<file path="config.mk">
export PLATFORM = sky130hd
export DESIGN_NAME = dcci_top
export DESIGN_NICKNAME = d
export VERILOG_FILES = /design/src/hw/dcci_pkg.sv /design/src/hw/dcci_top.sv
export VERILOG_INCLUDE_DIRS = /design/src /design/src/hw
export SDC_FILE = /design/constraint.sdc
export NUM_CORES = 1
export LEC_CHECK = 0
export ABC_CLOCK_PERIOD_IN_PS = 2400
export BUFFER_PORTS_ARGS = -buffer_cell sky130_fd_sc_hd__buf_2
export CORE_MARGIN = 1.5
export CORE_UTILIZATION = 52
export DETAILED_ROUTE_END_ITERATION = 6
export PLACE_DENSITY = 0.87
export REMOVE_ABC_BUFFERS = 1
export SLEW_MARGIN = 30
export SYNTH_ARGS = -nofsm -noshare
export SYNTH_HDL_FRONTEND = slang
export SYNTH_SLANG_ARGS = --single-unit
</file>
<file path="constraint.sdc">
create_clock -name core_clk_in -period 2.4 [get_ports core_clk_in]
set_input_delay 0.48 -clock core_clk_in [delete_from_list [all_inputs] [get_ports core_clk_in]]
set_output_delay 0.48 -clock core_clk_in [all_outputs]
set_load 0.005 [all_outputs]
</file>
<file path="src/hw/dcci_map.svh">
// Purpose: Register offsets, field positions and reset values
// Assumes: Byte addresses on a 32-bit register port
// Notes: Definitions only
`ifndef DCCI_MAP_SVH
`define DCCI_MAP_SVH
`define DCCI_CTRL 8'h00
`define DCCI_BOOT 8'h04
`define DCCI_STACK 8'h08
`define DCCI_PWR 8'h0c
`define DCCI_PRIO 8'h10
`define DCCI_BANKPWR 8'h14
`define DCCI_MB_TO_SEC 8'h18
`define DCCI_MB_TO_PRI 8'h1c
`define DCCI_MUTEX 8'h20
`define DCCI_STATUS 8'h24
`define DCCI_CTRL_HOLD 0
`define DCCI_CTRL_DIS 1
`define DCCI_PWR_LP 0
`define DCCI_ST_SLEEP 0
`define DCCI_ST_RUN 1
`define DCCI_ST_LPIGN 2
`define DCCI_ST_MLOCK 3
`define DCCI_ST_MOWN 4
`define DCCI_VEC_RST 32'h00000000
`define DCCI_SRC_PRI 1'b0
`endif

</file>
<file path="src/hw/dcci_pkg.sv">
// Purpose: Types of the dual core control block
// Assumes: Nothing
// Notes: Constants live in dcci_map.svh
package dcci_pkg;
    typedef enum logic [1:0] {SEC_HELD, SEC_SLEEP, SEC_RUN} dcci_sec_st_t;
    typedef enum logic [1:0] {BUS_ICODE, BUS_DCODE, BUS_SYS} dcci_bus_t;
endpackage

</file>
<file path="src/hw/dcci_top.sv">
// Purpose: Dual core control, bank arbitration, mailbox and mutex
// Assumes: One clock for both cores; core 0 is the faster core
// Notes: reg_src_in names the core making each register access
`include "dcci_map.svh"
`timescale 1ns/1ps
`default_nettype none
module dcci_top #(
    parameter int NB = 4,
    parameter bit LATE_VARIANT = 1'b1,
    parameter int TW = 3
)(
    input wire logic core_clk_in,
    input wire logic nrst_in,
    input wire logic [7:0] reg_addr_in,
    input wire logic [31:0] reg_wdata_in,
    input wire logic reg_wr_in,
    input wire logic reg_rd_in,
    input wire logic reg_src_in,
    output logic [31:0] reg_rdata_out,
    input wire logic pri_req_in,
    input wire logic [1:0] pri_bus_in,
    input wire logic [TW-1:0] pri_tgt_in,
    input wire logic sec_req_in,
    input wire logic [TW-1:0] sec_tgt_in,
    output logic pri_gnt_out,
    output logic pri_stall_out,
    output logic pri_err_out,
    output logic sec_gnt_out,
    output logic sec_stall_out,
    output logic sec_err_out,
    output logic [NB:0] tgt_sel_out,
    output logic [NB:0] tgt_owner_out,
    output logic sec_rst_n_out,
    output logic sec_clk_en_out,
    output logic sec_run_out,
    output logic sec_sleep_out,
    output logic [31:0] sec_boot_out,
    output logic [31:0] sec_stack_out,
    output logic lp_req_out,
    output logic irq_to_pri_out,
    output logic irq_to_sec_out,
    output logic core0_primary_out
);
    dcci_pkg::dcci_sec_st_t st, next_st;
    logic hold, next_hold, dis, next_dis;
    logic [31:0] boot, next_boot, stack, next_stack;
    logic boot_set, next_boot_set, stack_set, next_stack_set;
    logic prio_sec, next_prio_sec;
    logic [NB-1:0] bank_pwr, next_bank_pwr;
    logic [31:0] mb_to_sec, next_mb_to_sec, mb_to_pri, next_mb_to_pri;
    logic mtx_lock, next_mtx_lock, mtx_own, next_mtx_own;
    logic lp_ign, next_lp_ign, next_lp_req;
    logic [31:0] next_rdata, next_boot_o, next_stack_o;
    logic next_pg, next_ps, next_pe, next_sg, next_ss, next_se;
    logic [NB:0] next_sel, next_own;
    logic wr_pri, wr_sec, is_pri, pv, sv, pa, sa, cf;

    assign is_pri = (reg_src_in == `DCCI_SRC_PRI);
    assign wr_pri = reg_wr_in && is_pri;
    assign wr_sec = reg_wr_in && !is_pri;

    function automatic logic pwr_ok(input logic [TW-1:0] t,
                                    input logic [NB-1:0] p);
        logic ok;
        ok = (t == '0);
        for (int i = 0; i < NB; i++)
        begin
            if (t == TW'(i + 1))
                ok = p[i];
        end
        return ok;
    endfunction

    always_comb
    begin
        next_st = st;
        next_hold = hold;
        next_dis = dis;
        next_boot = boot;
        next_stack = stack;
        next_boot_set = boot_set;
        next_stack_set = stack_set;
        next_prio_sec = prio_sec;
        next_bank_pwr = bank_pwr;
        next_mb_to_sec = mb_to_sec;
        next_mb_to_pri = mb_to_pri;
        next_mtx_lock = mtx_lock;
        next_mtx_own = mtx_own;
        next_lp_ign = lp_ign;
        next_lp_req = 1'b0;
        next_rdata = 32'h00000000;
        next_boot_o = sec_boot_out;
        next_stack_o = sec_stack_out;
        if (wr_pri)
        begin
            if (reg_addr_in == `DCCI_CTRL)
            begin
                next_hold = reg_wdata_in[`DCCI_CTRL_HOLD];
                next_dis = reg_wdata_in[`DCCI_CTRL_DIS];
            end
            else if (reg_addr_in == `DCCI_BOOT)
            begin
                next_boot = reg_wdata_in;
                next_boot_set = 1'b1;
            end
            else if (reg_addr_in == `DCCI_STACK)
            begin
                next_stack = reg_wdata_in;
                next_stack_set = 1'b1;
            end
            else if (reg_addr_in == `DCCI_PRIO)
                next_prio_sec = reg_wdata_in[0];
            else if (reg_addr_in == `DCCI_BANKPWR)
                next_bank_pwr = reg_wdata_in[NB-1:0];
        end
        if (reg_wr_in && reg_addr_in == `DCCI_PWR &&
            reg_wdata_in[`DCCI_PWR_LP])
        begin
            if (is_pri)
                next_lp_req = 1'b1;
            else
                next_lp_ign = 1'b1;
        end
        else if (wr_pri && reg_addr_in == `DCCI_STATUS &&
                 reg_wdata_in[`DCCI_ST_LPIGN])
            next_lp_ign = 1'b0;
        if (wr_sec && reg_addr_in == `DCCI_MB_TO_SEC)
            next_mb_to_sec = mb_to_sec & ~reg_wdata_in;
        if (wr_pri && reg_addr_in == `DCCI_MB_TO_SEC)
            next_mb_to_sec = next_mb_to_sec | reg_wdata_in;
        if (wr_pri && reg_addr_in == `DCCI_MB_TO_PRI)
            next_mb_to_pri = mb_to_pri & ~reg_wdata_in;
        if (wr_sec && reg_addr_in == `DCCI_MB_TO_PRI)
            next_mb_to_pri = next_mb_to_pri | reg_wdata_in;
        // owner releases with bit 0 low
        if (reg_wr_in && reg_addr_in == `DCCI_MUTEX && mtx_lock &&
            mtx_own == reg_src_in && !reg_wdata_in[0])
            next_mtx_lock = 1'b0;
        if (reg_rd_in)
        begin
            if (reg_addr_in == `DCCI_CTRL)
            begin
                next_rdata[`DCCI_CTRL_HOLD] = hold;
                next_rdata[`DCCI_CTRL_DIS] = dis;
            end
            else if (reg_addr_in == `DCCI_BOOT)
                next_rdata = boot;
            else if (reg_addr_in == `DCCI_STACK)
                next_rdata = stack;
            else if (reg_addr_in == `DCCI_PRIO)
                next_rdata[0] = prio_sec;
            else if (reg_addr_in == `DCCI_BANKPWR)
                next_rdata[NB-1:0] = bank_pwr;
            else if (reg_addr_in == `DCCI_MB_TO_SEC)
                next_rdata = mb_to_sec;
            else if (reg_addr_in == `DCCI_MB_TO_PRI)
                next_rdata = mb_to_pri;
            else if (reg_addr_in == `DCCI_MUTEX)
            begin
                next_rdata[0] = !mtx_lock;
                if (!mtx_lock)
                begin
                    next_mtx_lock = 1'b1;
                    next_mtx_own = reg_src_in;
                end
            end
            else if (reg_addr_in == `DCCI_STATUS)
            begin
                next_rdata[`DCCI_ST_SLEEP] = (st == dcci_pkg::SEC_SLEEP);
                next_rdata[`DCCI_ST_RUN] = (st == dcci_pkg::SEC_RUN);
                next_rdata[`DCCI_ST_LPIGN] = lp_ign;
                next_rdata[`DCCI_ST_MLOCK] = mtx_lock;
                next_rdata[`DCCI_ST_MOWN] = mtx_own;
            end
        end
        case (st)
            dcci_pkg::SEC_HELD:
            begin
                if (!hold && boot_set && stack_set)
                begin
                    next_st = dcci_pkg::SEC_RUN;
                    next_boot_o = boot;
                    next_stack_o = stack;
                end
                else if (!hold)
                    next_st = dcci_pkg::SEC_SLEEP;
            end
            default:
                if (hold)
                    next_st = dcci_pkg::SEC_HELD;
        endcase
    end

    // Per-target arbitration
    always_comb
    begin
        pv = pri_req_in;
        sv = sec_req_in && st == dcci_pkg::SEC_RUN && !dis;
        // code buses limited to flash, coupled bank
        next_pe = pv && (pri_tgt_in > TW'(NB) ||
            !pwr_ok(pri_tgt_in, bank_pwr) ||
            (LATE_VARIANT && pri_bus_in != dcci_pkg::BUS_SYS &&
             pri_tgt_in > TW'(1)));
        next_se = sv && (sec_tgt_in > TW'(NB) ||
            !pwr_ok(sec_tgt_in, bank_pwr));
        pa = pv && !next_pe;
        sa = sv && !next_se;
        cf = pa && sa && pri_tgt_in == sec_tgt_in;
        next_sel = '0;
        next_own = '0;
        for (int t = 0; t <= NB; t++)
        begin
            if (pa && pri_tgt_in == TW'(t) && !(cf && prio_sec))
                next_sel[t] = 1'b1;
            else if (sa && sec_tgt_in == TW'(t))
            begin
                next_sel[t] = 1'b1;
                next_own[t] = 1'b1;
            end
        end
        next_pg = pa && !(cf && prio_sec);
        next_sg = sa && !(cf && !prio_sec);
        next_ps = pa && !next_pg;
        next_ss = sa && !next_sg;
    end

    always_ff @(posedge core_clk_in)
    begin
        if (!nrst_in)
        begin
            st <= dcci_pkg::SEC_HELD;
            hold <= 1'b0;
            dis <= 1'b0;
            boot <= `DCCI_VEC_RST;
            stack <= `DCCI_VEC_RST;
            boot_set <= 1'b0;
            stack_set <= 1'b0;
            prio_sec <= 1'b0;
            bank_pwr <= '1;
            mb_to_sec <= 32'h00000000;
            mb_to_pri <= 32'h00000000;
            mtx_lock <= 1'b0;
            mtx_own <= 1'b0;
            lp_ign <= 1'b0;
            lp_req_out <= 1'b0;
            reg_rdata_out <= 32'h00000000;
            sec_boot_out <= `DCCI_VEC_RST;
            sec_stack_out <= `DCCI_VEC_RST;
            sec_rst_n_out <= 1'b0;
            sec_clk_en_out <= 1'b0;
            sec_run_out <= 1'b0;
            sec_sleep_out <= 1'b0;
            irq_to_pri_out <= 1'b0;
            irq_to_sec_out <= 1'b0;
            core0_primary_out <= 1'b0;
            pri_gnt_out <= 1'b0;
            pri_stall_out <= 1'b0;
            pri_err_out <= 1'b0;
            sec_gnt_out <= 1'b0;
            sec_stall_out <= 1'b0;
            sec_err_out <= 1'b0;
            tgt_sel_out <= '0;
            tgt_owner_out <= '0;
        end
        else
        begin
            st <= next_st;
            hold <= next_hold;
            dis <= next_dis;
            boot <= next_boot;
            stack <= next_stack;
            boot_set <= next_boot_set;
            stack_set <= next_stack_set;
            prio_sec <= next_prio_sec;
            bank_pwr <= next_bank_pwr;
            mb_to_sec <= next_mb_to_sec;
            mb_to_pri <= next_mb_to_pri;
            mtx_lock <= next_mtx_lock;
            mtx_own <= next_mtx_own;
            lp_ign <= next_lp_ign;
            lp_req_out <= next_lp_req;
            reg_rdata_out <= next_rdata;
            sec_boot_out <= next_boot_o;
            sec_stack_out <= next_stack_o;
            sec_rst_n_out <= (next_st != dcci_pkg::SEC_HELD);
            sec_clk_en_out <= !next_dis;
            sec_run_out <= (next_st == dcci_pkg::SEC_RUN);
            sec_sleep_out <= (next_st == dcci_pkg::SEC_SLEEP);
            irq_to_pri_out <= |next_mb_to_pri;
            irq_to_sec_out <= |next_mb_to_sec;
            core0_primary_out <= 1'b1;
            pri_gnt_out <= next_pg;
            pri_stall_out <= next_ps;
            pri_err_out <= next_pe;
            sec_gnt_out <= next_sg;
            sec_stall_out <= next_ss;
            sec_err_out <= next_se;
            tgt_sel_out <= next_sel;
            tgt_owner_out <= next_own;
        end
    end
endmodule // dcci_top
`default_nettype wire

</file>
* Word level (Yosys, flattened, before mapping)
Cells that the tools add are included.
** Word-level totals
- Register bits :: 262
- Input port bits :: 55
- Output and inout bits :: 120
- Word-level logic and storage cells :: 228
** Cells by class
- Order comparisons :: 3
- Eq/ne operators :: 25
- Muxes and demuxes :: 59
- Bitwise operators :: 16
- Reduce and logical (&&, ||, !) cells :: 87
** Operators with widths (number)
- 32-bit two-way mux :: 7
- 32-bit bitwise AND :: 2
- 32-bit OR :: 2
- 32-bit OR reduction :: 2
- 1-bit logical AND :: 46
- 1-bit two-way mux :: 38
- 8-bit by 5-bit equality test with 1-bit output, second input constant :: 4
- 32-bit NOT :: 1
- 31-bit two-way mux :: 1
- 28-bit two-way mux :: 1
- 27-bit two-way mux :: 1
- 5-bit two-way mux :: 4
- 8-bit by 4-bit equality test with 1-bit output, second input constant :: 2
- 8-bit by 6-bit equality test with 1-bit output, second input constant :: 2
- 1-bit zero test :: 14
- 3-bit by 2-bit equality test with 1-bit output, second input constant :: 4
- 1-bit NOT :: 11
- 2-bit two-way mux :: 5
- 10-bit AND reduction :: 1
- 2-bit AND reduction :: 5
- 2-bit OR reduction :: 5
- 8-bit by 3-bit equality test with 1-bit output, second input constant :: 1
- 8-bit zero test :: 1
- 4-bit two-way mux :: 2
- 18 further kinds :: 28

* Depth between registers and ports, before layout
Gate-level depths: netlist (run 1).
- Depth after elaboration :: 18
- Mapped depth :: 9
- Mapped depth without buffers :: 5

* Worst setup path after synthesis (run 1)
Ideal clock, no wire load.
- Path type :: input to register
- Start :: in reg_addr_in[7]
- End :: reg irq_to_sec_out
- Library setup time :: 0.125 ns
- Arrival time :: 2.344 ns
- Data required time :: 2.275 ns
- Path slack :: -0.069 ns
- Stages on the path :: 8
- Path buffers :: 3
- Cell sequence :: or4b_1 clkbuf_1 or3_1 buf_2 buf_6 o32ai_1 nand4_1 o41a_1
** On the way
- Longest elaborated chain between the ends :: 6
- Elaborated cells on any way between the ends :: 7
- Classes of those cells :: eq/ne (1); mux (2); bitwise (1); reduce/logical (3)
** Ends and longest elaborated chain
- start: declaration :: RTL line dcci_top.sv:14 : input wire logic [7:0] reg_addr_in,
- 8-bit by 5-bit equality test with 1-bit output (no source line) (*)
- 1-bit logical AND (no source line)
- 32-bit two-way mux :: RTL line dcci_top.sv:127 : if (wr_sec && reg_addr_in == `DCCI_MB_TO_SEC)
- 32-bit OR :: RTL line dcci_top.sv:130 : next_mb_to_sec = next_mb_to_sec | reg_wdata_in;
- 32-bit two-way mux (*) :: RTL line dcci_top.sv:129 : if (wr_pri && reg_addr_in == `DCCI_MB_TO_SEC)
- 32-bit OR reduction (*) :: RTL line dcci_top.sv:290 : irq_to_sec_out <= |next_mb_to_sec;
- end signal: assignment :: RTL line dcci_top.sv:290
- end: declaration :: RTL line dcci_top.sv:41 : output logic irq_to_sec_out,
Every way passes the cells marked *; elsewhere a longest branch is shown, timed or not.
A chain may end at the register's enable or synchronous reset.

* Worst setup path after layout (run 1)
Same ends and word-level chain as after synthesis.

==> results.md, run 1 <==
- CTS tree: done
- GR Overflow Total: 0
- Area Overhead vs Synth: 18.8%
- Drt via density: slightly below 6
- Reg2Reg Setup Slack: between 300 and 400 ps
- FILL cells: around 1800
- Worst hold endpoint: pri_err_out
- Routed WL: 33300 microns
- Type of the most critical hold path: in2reg
- DRC violations left: 0
- Critical path type: in2reg
- EDFF count, synth: 0
- Reg2reg start: st[1]
- DRT iter0 DRCs: roughly 1000
- Top cell type's share of synthesized area: about 44%
- Max Cap Viol: 0
- Routed Antenna Nets: 0
- IO Pins: between 150 and 200
- Worst skew pair latency: between 500 and 600 ps
- Relative slew slack: 64.9%
- Max Clock Skew: 7.49 ps
- Total CTS buffers: 27
- Synth unique cells: between 50 and 60
- Synth area leaders: dfxtp_1 (44%), nand2_1 (9.6%), nor2b_1 (7.0%)
- Final Max Slew Viols: 0
- Mapped Cells: roughly 1400
- Clock Pin Slew Worst Setup and Hold Paths: around 60 ps
- Hold_sp: pri_req_in
- Critical path required time: between 2000 and 3000 ps
- Core ar.: approximately 22000 sq um
- Yosys reg bits: between 200 and 300
- Vias: 10900
- R2R Path End: tgt_owner_out[4]
- Site Rows: 54
- Die X-Extent: 154 microns
- Fin nets: 1612
- Async SR Flop Fraction: 0%
- Dpl cell area: between 10000 and 15000 sq um
- Die area: between 20000 and 25000 sq um
- Clk buf depth: 3
- Post_cts resized: 0
- Total Routing Usage GR: 27.4%
- Synth warnings: 0
- Largest net degree at the start of global routing: about 110
- Die height: about 150 microns
- Final setup viols: 0
- R2R depth: 4
- Unrepaired setup endpoints after global routing: false
- Cell area after layout: ~14000 sq um
- Clk sinks: around 260
- Setup Buffers After CTS: 0
- Inserted Diodes: 0
- Fraction of layout cells with a size suffix above 1: approximately 20%
- DP HPWL: between 20000 and 25000 microns
- Power Density: 658 nW/um^2
- Setup ws final: about 190 ps
- Part of the Yosys area used for sequential elements: 44.4%
- Placer Congestion: approximately 0.93
- Biggest area consumer among synthesized cells: dfxtp_1
- Max Clk Rate: approximately 0.45 GHz
- Worst Path Arrival: 2640 ps
- Vias in the first global route: about 10000
- Status: finished clean
- Hold-fix buffers, CTS: 0
- Crit Path Max Fanout: 11
- DR WL/cell: ~18 microns
- Min Tclk post-route: approximately 2200 ps
- Synth Cell Area: ~12000 sq um
- Worst Setup SP: reg_addr_in[7]
- H-tree Lvls: 1
- Detailed-router iteration count before antenna repair: 6
- Initial antenna violation count: 0
- Cell count of the worst hold path: 2
- VDD IR-drop max: roughly 0.5 mV
- Mean Syn Cell Area: ~8.3 sq um
- Global-route wire length before repair: roughly 53000 microns
- Tcrit/Tclk final: 92.2%
- Slew @ Worst Pin: between 500 and 600 ps
- Initial Util: a little over half
- Setup crit start kind: input pin
- Root Driver: clkbuf_16
- Primary FF master, synth: dfxtp_1
- Leakage: approximately 0.0054 uW
- Final hold vios: 0
- Port Buffer Count: ~170
- Worst Setup End Kind: flop
- Setup WS pre-CTS: -316 ps
cell type report:
type,instances,area [sq um],area share (%)
flip-flops and latches,262,5250,37.3
clock inverters,11,168,1.19
inverters,11,41.3,0.294
well taps,280,350,2.49
clock buffers,36,769,5.48
repair buffers,235,1430,10.2
multi-input cells,1020,6040,43.0
worst max-delay path, stage by stage:
cell,delay (ps)
buf_2,100
or4b_1,650
or3_1,450
buf_4,200
o32ai_1,130
nand4_1,180
o41a_1,440
state kept, by name, indices dropped and copies added, names as in the netlist, 2 cells and up:
signal and cells:
boot 32, mb_to_sec 32, reg_rdata_out 32, sec_boot_out 32
stack 32, tgt_owner_out 5, mb_to_pri 32, bank_pwr 4
st 2, sec_stack_out 32, tgt_sel_out 5
synthesized netlist by cell type, types with 29 or more instances:
library cell	number
a21boi_0	98
a21oi_1	72
a222oi_1	29
a22oi_1	65
clkbuf_1	108
dfxtp_1	262
mux2i_1	42
nand2_1	301
nand2b_1	36
nor2_1	52
nor2b_1	133
nor4_1	33
per-layer routing:
layer  part of all wire [%]  GRT usage (%)  routed length, microns
met5                      0              0                       0
met4                    2.4           8.78                     794
met3                    5.9           3.61                    1970
met2                     48           46.6                   16000
met1                     44           36.0                   14600
worst max-delay path by stage:
stage,endpoint,slack [ps],cells after the start
after global routing,irq_to_sec_out,120,7
after CTS,irq_to_sec_out,230,7
after floorplan,sec_boot_out[0],-2850,3
after detailed placement,irq_to_sec_out,-320,7
after global placement,irq_to_pri_out,-290,7
final,irq_to_sec_out,190,7
report_power, final:
group	switching, uW	total, uW	internal [uW]
Sequential	5.82	4360	4360
Combinational	285	467	182
Clock	1740	4410	2670
cells by family (layout without fill, tap and decap cells):
family / count (synthesis) / in the layout / synth area share [%]
AND/OR/NAND/NOR: 633 / 633 / 26.2
XOR/XNOR: 3 / 3 / 0.222
multiplexers: 44 / 44 / 3.75
buffers and inverters: 141 / 293 / 4.77
flip-flops: 262 / 262 / 44.4
AO/OA/AOI/OAI: 340 / 340 / 20.7
placed cells by master (no fill, tap or decap), types with 29 or more instances in the layout:
cell	count
a21boi_0	98
nor2b_1	133
nand2_1	300
nor2_1	51
buf_2	173
a21oi_1	72
a222oi_1	29
nand2b_1	36
nor4_1	32
a22oi_1	65
dfxtp_1	262
mux2i_1	42
buf_4	54
metrics by stage:
step	util [%]	power [uW]	hold slack, ps	instances	setup TNS, ps
final	63.6	9240	193	1855	0
after CTS	63.6	9260	188	1855	0
after floorplan	-	4640	448	1293	-348840
after detailed placement	59.3	4920	453	1808	-3740
after global routing	63.6	9480	194	1855	0
after global placement	59.3	4910	448	1808	-863
Note: power is estimated with default switching activity, not from simulation.
==> run 2, diff against run 1 <==
- ABC_CLOCK_PERIOD_IN_PS: 2400 -> 2800
- CORE_UTILIZATION: 52 -> 60
- CTS_CLUSTER_SIZE: not set -> 20
- PLACE_DENSITY: 0.87 -> 0.93
- clock period: 2.4 -> 2.8 ns (I/O delays scaled with it)
==> run 2 against run 1 <==
Sequential power shrank 14%. Global-route usage is 4.4 points higher. Clock skew up 11 ps. Flip-flop and latch count unchanged. Critical path depth unchanged. Final cell count fell by 1.7%. First-iteration DRC count grew 18%. Critical path type unchanged. Largest power group is now sequential cells. Largest cell class unchanged. Via count grew 1.8%. The flow now finishes with violations (DRC). Hold slack gained 79 ps.
==> results.md, run 2 (synthesis results as in run 1) <==
- DP HPWL: 22300 microns (-2.7%)
- Unrepaired setup endpoints after global routing: false
- Vias: 11100 (+1.8%)
- DR WL/cell: 18.3 microns (+2.0%)
- TNS Setup: 0 ps (unchanged)
- Max Cap Viol: 0 (unchanged)
- Critical path type: in2reg
- Largest net degree at the start of global routing: 111 (-1.8%)
- Relative slew slack: 53.1% (-12 points)
- DRT iter0 DRCs: 1197 (+18%)
- Inserted Diodes: 0 (unchanged)
- Worst Path Arrival: 2720 ps (+80 ps)
- Root Driver: clkbuf_16
- Power Density: 557 nW/um^2 (-15%)
- Worst skew pair latency: 540 ps (about the same)
- Max Clk Rate: approximately 0.43 GHz
- GR Overflow Total: 0 (unchanged)
- Setup crit start kind: input pin
- Post_cts resized: 0 (unchanged)
- Final setup viols: 0 (unchanged)
- Detailed-router iteration count before antenna repair: 7 (+1)
- Die X-Extent: 143 microns (-6.8%)
- Total Routing Usage GR: 31.8% (+4.4 points)
- IO Pins: 175 (unchanged)
- Slew @ Worst Pin: 697 ps (+175 ps)
- Initial Util: 60.9% (+7.4 points)
- Failing checks: DRC
- Type of the most critical hold path: in2reg
- # placed instances: 1779 (-1.6%)
- Routed WL: 33400 microns (+0.29%)
- Hold WS: 271 ps (+78.7 ps)
- Initial antenna violation count: 0 (unchanged)
- Final hold vios: 0 (unchanged)
- VDD IR-drop max: 0.470 mV (-3.3%)
- Area Overhead vs Synth: 17.0%
- CTS tree: done
- Hold-fix buffers, CTS: 0 (unchanged)
- Die area: 20600 sq um (-13%)
- Routed Antenna Nets: 0 (unchanged)
- Max Clock Skew: 18.7 ps (+11.2 ps)
- Die height: 143 microns (-6.8%)
- Global-route wire length before repair: 53000 microns (-0.78%)
- Clock Pin Slew Worst Setup and Hold Paths: 60 ps (about the same)
- Core ar.: 19400 sq um (-12%)
- Crit Path Max Fanout: 16 (+5)
- Placer Congestion: 0.987 (+6.2%)
- Critical path required time: 3200 ps (+380 ps)
- Final Max Slew Viols: 0 (unchanged)
- Fraction of layout cells with a size suffix above 1: 18.7% (-0.95 points)
- Status: finished with violations
- DRC violations left: 9 (+9)
- Commonest non-fill, non-tap cell in the layout: nand2_1
- Final Util: 71.3% (+7.7 points)
- Fin nets: 1598 (-0.87%)
- Leakage: 0.00527 uW (-1.7%)
- Port Buffer Count: 174 (unchanged)
- Drt via density: 6.10 (+3.5%)
- Min Tclk post-route: between 2000 and 2500 ps
- Site Rows: 51 (-5.6%)
- Vias in the first global route: 10500 (+1.7%)
- Setup Buffers After CTS: 0 (unchanged)
- H-tree Lvls: 1 (unchanged)
- Tcrit/Tclk final: between 80% and 90%
- Clk buf depth: 3 (unchanged)
- Most frequent cells in the layout: nand2_1 (300), dfxtp_1 (262), buf_2 (173)
- Worst Setup End Kind: flop
- Non-Filler Instances: 1824 (-1.7%)
- Total CTS buffers: 27 (unchanged)
- Clk sinks: 262 (unchanged)
run 2: cell types whose count changed in the layout (fill, tap and decap cells not counted), sizes merged:
cell	previous run	this run
bufinv	4	2
buf	235	221
clkbuf	36	40
clkinvlp	2	0
clkinv	5	3
run 2: layout make-up:
type,instances,area [sq um]
clock buffer,40,805
clock inverter,5,75.1
fill,1513,5570
inverter,11,41.3
multi-input combinational,1020,6040
sequential,262,5250
tap,265,332
timing repair buffer,221,1290
run 2: path summary, 6_finish.rpt:
check                           depth (start not counted)                 to  slack (ps)              start
worst max-delay path                                    7     irq_to_pri_out         480     reg_addr_in[7]
worst min-delay path                                    2        pri_err_out         270         pri_req_in
worst max register to register                          4     tgt_sel_out[4]         680              st[1]
worst min register to register                          2  sec_stack_out[29]         460  sec_stack_out[29]
run 2: through the flow:
step	cell area [sq um]	power (uW)	setup slack (ps)
floorplan	11300	3970	-2450
global placement	12900	4190	53.7
detailed placement	12900	4200	20.9
CTS	13800	7730	547
global route	13800	7910	473
finish	13800	7710	485
run 2: routing by layer:
metal | global-route usage, % | vias up | part of all wire (%)
met1 | 41.9 | 5282 | 41
met4 | 11.2 | 0 | 2.2
met3 | 4.63 | 77 | 8.1
met2 | 53.3 | 557 | 48
li1 | - | 5203 | -
met5 | 0 | - | 0
run 2: worst max-delay path, cell delays in order:
cell     delay (ps)
buf_2           120
or4b_1          640
or3_1           410
buf_4           210
o22ai_1         150
nand4_1         170
o41a_1          450
run 2: where the power goes:
part / internal, uW / switching (uW) / leakage, uW
clock network: 2150 / 1430 / 0.000436
logic: 147 / 242 / 0.00272
registers: 3740 / 4.93 / 0.00211
total: 6030 / 1680 / 0.00527
==> run 3, diff against run 2 <==
- ABC_CLOCK_PERIOD_IN_PS: 2800 -> 2000
- CORE_UTILIZATION: 60 -> 52
- PLACE_DENSITY: 0.93 -> 0.87
- clock period: 2.8 -> 2 ns (I/O delays scaled with it)
==> run 3 against run 2 <==
The flow still finishes with violations (DRC). Sequential share of layout area down 1.1 points. First-iteration DRC count shrank 20%. Non-clock buffer count up 32. Routed wire length grew 1.9%. Utilization fell by 6.9 points. Clock-buffer cell count shrank 1. Hold slack got worse by 170 ps. Die area rose by 15%. Via count decreased by 0.82%. Critical path depth unchanged. Critical endpoint unchanged. Largest power group unchanged.
==> results.md, run 3 (synthesis results as in run 1) <==
- Site Rows: 54 (+5.9%)
- Status: finished with violations
- Top Usage Layer GRT: met2
- Placer Congestion: 0.975 (-1.2%)
- VDD IR-drop max: 0.833 mV (+77%)
- Power Density: 754 nW/um^2 (+35%)
- Vias in the first global route: 10900 (+3.2%)
- Global-route wire length before repair: 55300 microns (+4.4%)
- DRT iter0 DRCs: 963 (-20%)
- Die area: 23600 sq um (+15%)
- Tcrit/Tclk final: ~100%
- Type of the most critical hold path: in2reg
- Met3 usage: 3.35% (-1.3 points)
- Unrepaired setup endpoints after global routing: true
- Sequential cell area: 5250 sq um (unchanged)
- Final Max Slew Viols: 0 (unchanged)
- Final Util: 64.4% (-6.9 points)
- GRT met1 Usage: 36.8% (-5.1 points)
- CP max stage cell: or4b_4
- Vias: 11000 (-0.82%)
- Total Routing Usage GR: 28.4% (-3.4 points)
- Most frequent cells in the layout: nand2_1 (300), dfxtp_1 (262), buf_2 (173)
- Critical path type: in2reg
- Slew @ Worst Pin: 458 ps (-240 ps)
- DP HPWL: 24000 microns (+7.6%)
- CTS tree: done
- Critical path required time: 2430 ps (-770 ps)
- Pwr Total: 10700 uW (+39%)
- Clk sinks: 262 (unchanged)
- Total CTS buffers: 27 (unchanged)
- Min Tclk post-route: roughly 2000 ps
- Setup Buffers After CTS: 0 (unchanged)
- Crit Path Max Fanout: 16 (unchanged)
- Post_cts resized: 1 (+1)
- DRC violations left: 1 (-8)
- Final setup viols: 0 (unchanged)
- Clock Pin Slew Worst Setup and Hold Paths: 60 ps (about the same)
- Worst skew pair latency: 540 ps (about the same)
- Clk buf depth: 3 (unchanged)
- Initial antenna violation count: 0 (unchanged)
- Fin nets: 1630 (+2.0%)
- Final hold vios: 0 (unchanged)
- Failing checks: DRC
- Detailed-router iteration count before antenna repair: 7 (unchanged)
- Setup crit start kind: input pin
- Slowest stage delay, CP: 580 ps (-60 ps)
- Port Buffer Count: 174 (unchanged)
- Routed Antenna Nets: 0 (unchanged)
- Worst Path Arrival: 2380 ps (-340 ps)
- Leakage: 0.00546 uW (+3.6%)
- Area Overhead vs Synth: 20.4%
- Met2 GRT Util: 48.8% (-4.5 points)
- Worst Setup End Kind: flop
- Fraction of layout cells with a size suffix above 1: 20.8% (+2.2 points)
- Die X-Extent: 154 microns (+7.3%)
- Setup WS pre-CTS: -637 ps (-658 ps)
- Hold-fix buffers, CTS: 0 (unchanged)
- Root Driver: clkbuf_16
- Max Clk Rate: around 0.5 GHz
- Hold WS: 101 ps (-171 ps)
- Commonest non-fill, non-tap cell in the layout: nand2_1
- Cell family with most CP delay: simple AND/OR/NAND/NOR gates
- Largest net degree at the start of global routing: 65 (-41%)
- Inserted Diodes: 0 (unchanged)
- Die height: 154 microns (+7.3%)
- H-tree Lvls: 1 (unchanged)
- Routed WL: 34000 microns (+1.9%)
- CP Cell Sequence: buf_2 > or4b_4 > or3_1 > buf_6 > o22ai_1 > nand4_1 > o41a_1
- CP bufs+invs: 2 (unchanged)
- Drt via density: 5.89 (-3.4%)
- Area of the multi-input gates: 6080 sq um (+0.68%)
- Setup ws final: 43.6 ps (-441 ps)
- Initial Util: 53.5% (-7.4 points)
- DR WL/cell: 18.2 microns (-0.78%)
- Max Cap Viol: 0 (unchanged)
- FILL cells: 1858 (+23%)
- Core ar.: 22100 sq um (+14%)
- GR Overflow Total: 0 (unchanged)
- Max Clock Skew: 8.74 ps (-10.0 ps)
- IO Pins: 175 (unchanged)
- Relative slew slack: 69.1% (+16 points)
[run 3: changes by cell type in the layout (fill, tap and decap cells not counted), moves of 2 or more]
cell	previous run	this run
buf_12	5	14
clkinvlp_4	0	3
o32ai_1	15	13
buf_6	0	2
o32ai_2	0	2
o22ai_1	20	18
o22ai_2	0	2
buf_4	43	64
[run 3: cell type report]
| class | count | area share [%] |
|---|---|---|
| clock inverters | 8 | 0.510 |
| well taps | 280 | 2.46 |
| multi-input cells | 1020 | 42.7 |
| clock buffers | 39 | 5.56 |
| flip-flops and latches | 262 | 36.8 |
| repair buffers | 253 | 11.6 |
| inverters | 11 | 0.290 |
[run 3: path summary, 6_finish.rpt]
| path | startpoint | end | slack [ps] | cells past startpoint |
|---|---|---|---|---|
| max | reg_addr_in[7] | irq_to_pri_out | 40 | 7 |
| min | pri_req_in | pri_err_out | 100 | 2 |
| max reg2reg | st[0] | tgt_sel_out[1] | 160 | 4 |
| min reg2reg | sec_stack_out[21] | sec_stack_out[21] | 460 | 2 |
[run 3: report_power, final]
part           internal [uW]  leakage [uW]  switching (uW)
Sequential              5230       0.00211            6.33
Clock                   2850      0.000419            2060
Combinational            238       0.00293             351
Total                   8320       0.00546            2420
[run 3: metal layers]
layer / share of wire [%] / routed length, microns
met5: 0 / 0
met2: 48 / 16300
met3: 6.8 / 2310
met1: 42 / 14400
met4: 2.9 / 983
[run 3: worst register-to-register path, delay by kind of cell (launching register included)]
kind               cells  cell delay [ps]
AOI/OAI and AO/OA      2              640
and+or+nand+nor        2              700
DFF                    1              380
[run 3: through the flow]
stage / std cells / setup TNS, ps / instance area, sq um
2_1_floorplan: 1293 / -427230 / 11300
3_3_place_gp: 1826 / -32510 / 13300
3_5_place_dp: 1826 / -39180 / 13300
4_1_cts: 1873 / 0 / 14200
5_1_grt: 1873 / -20.8 / 14200
6_report: 1873 / 0 / 14200
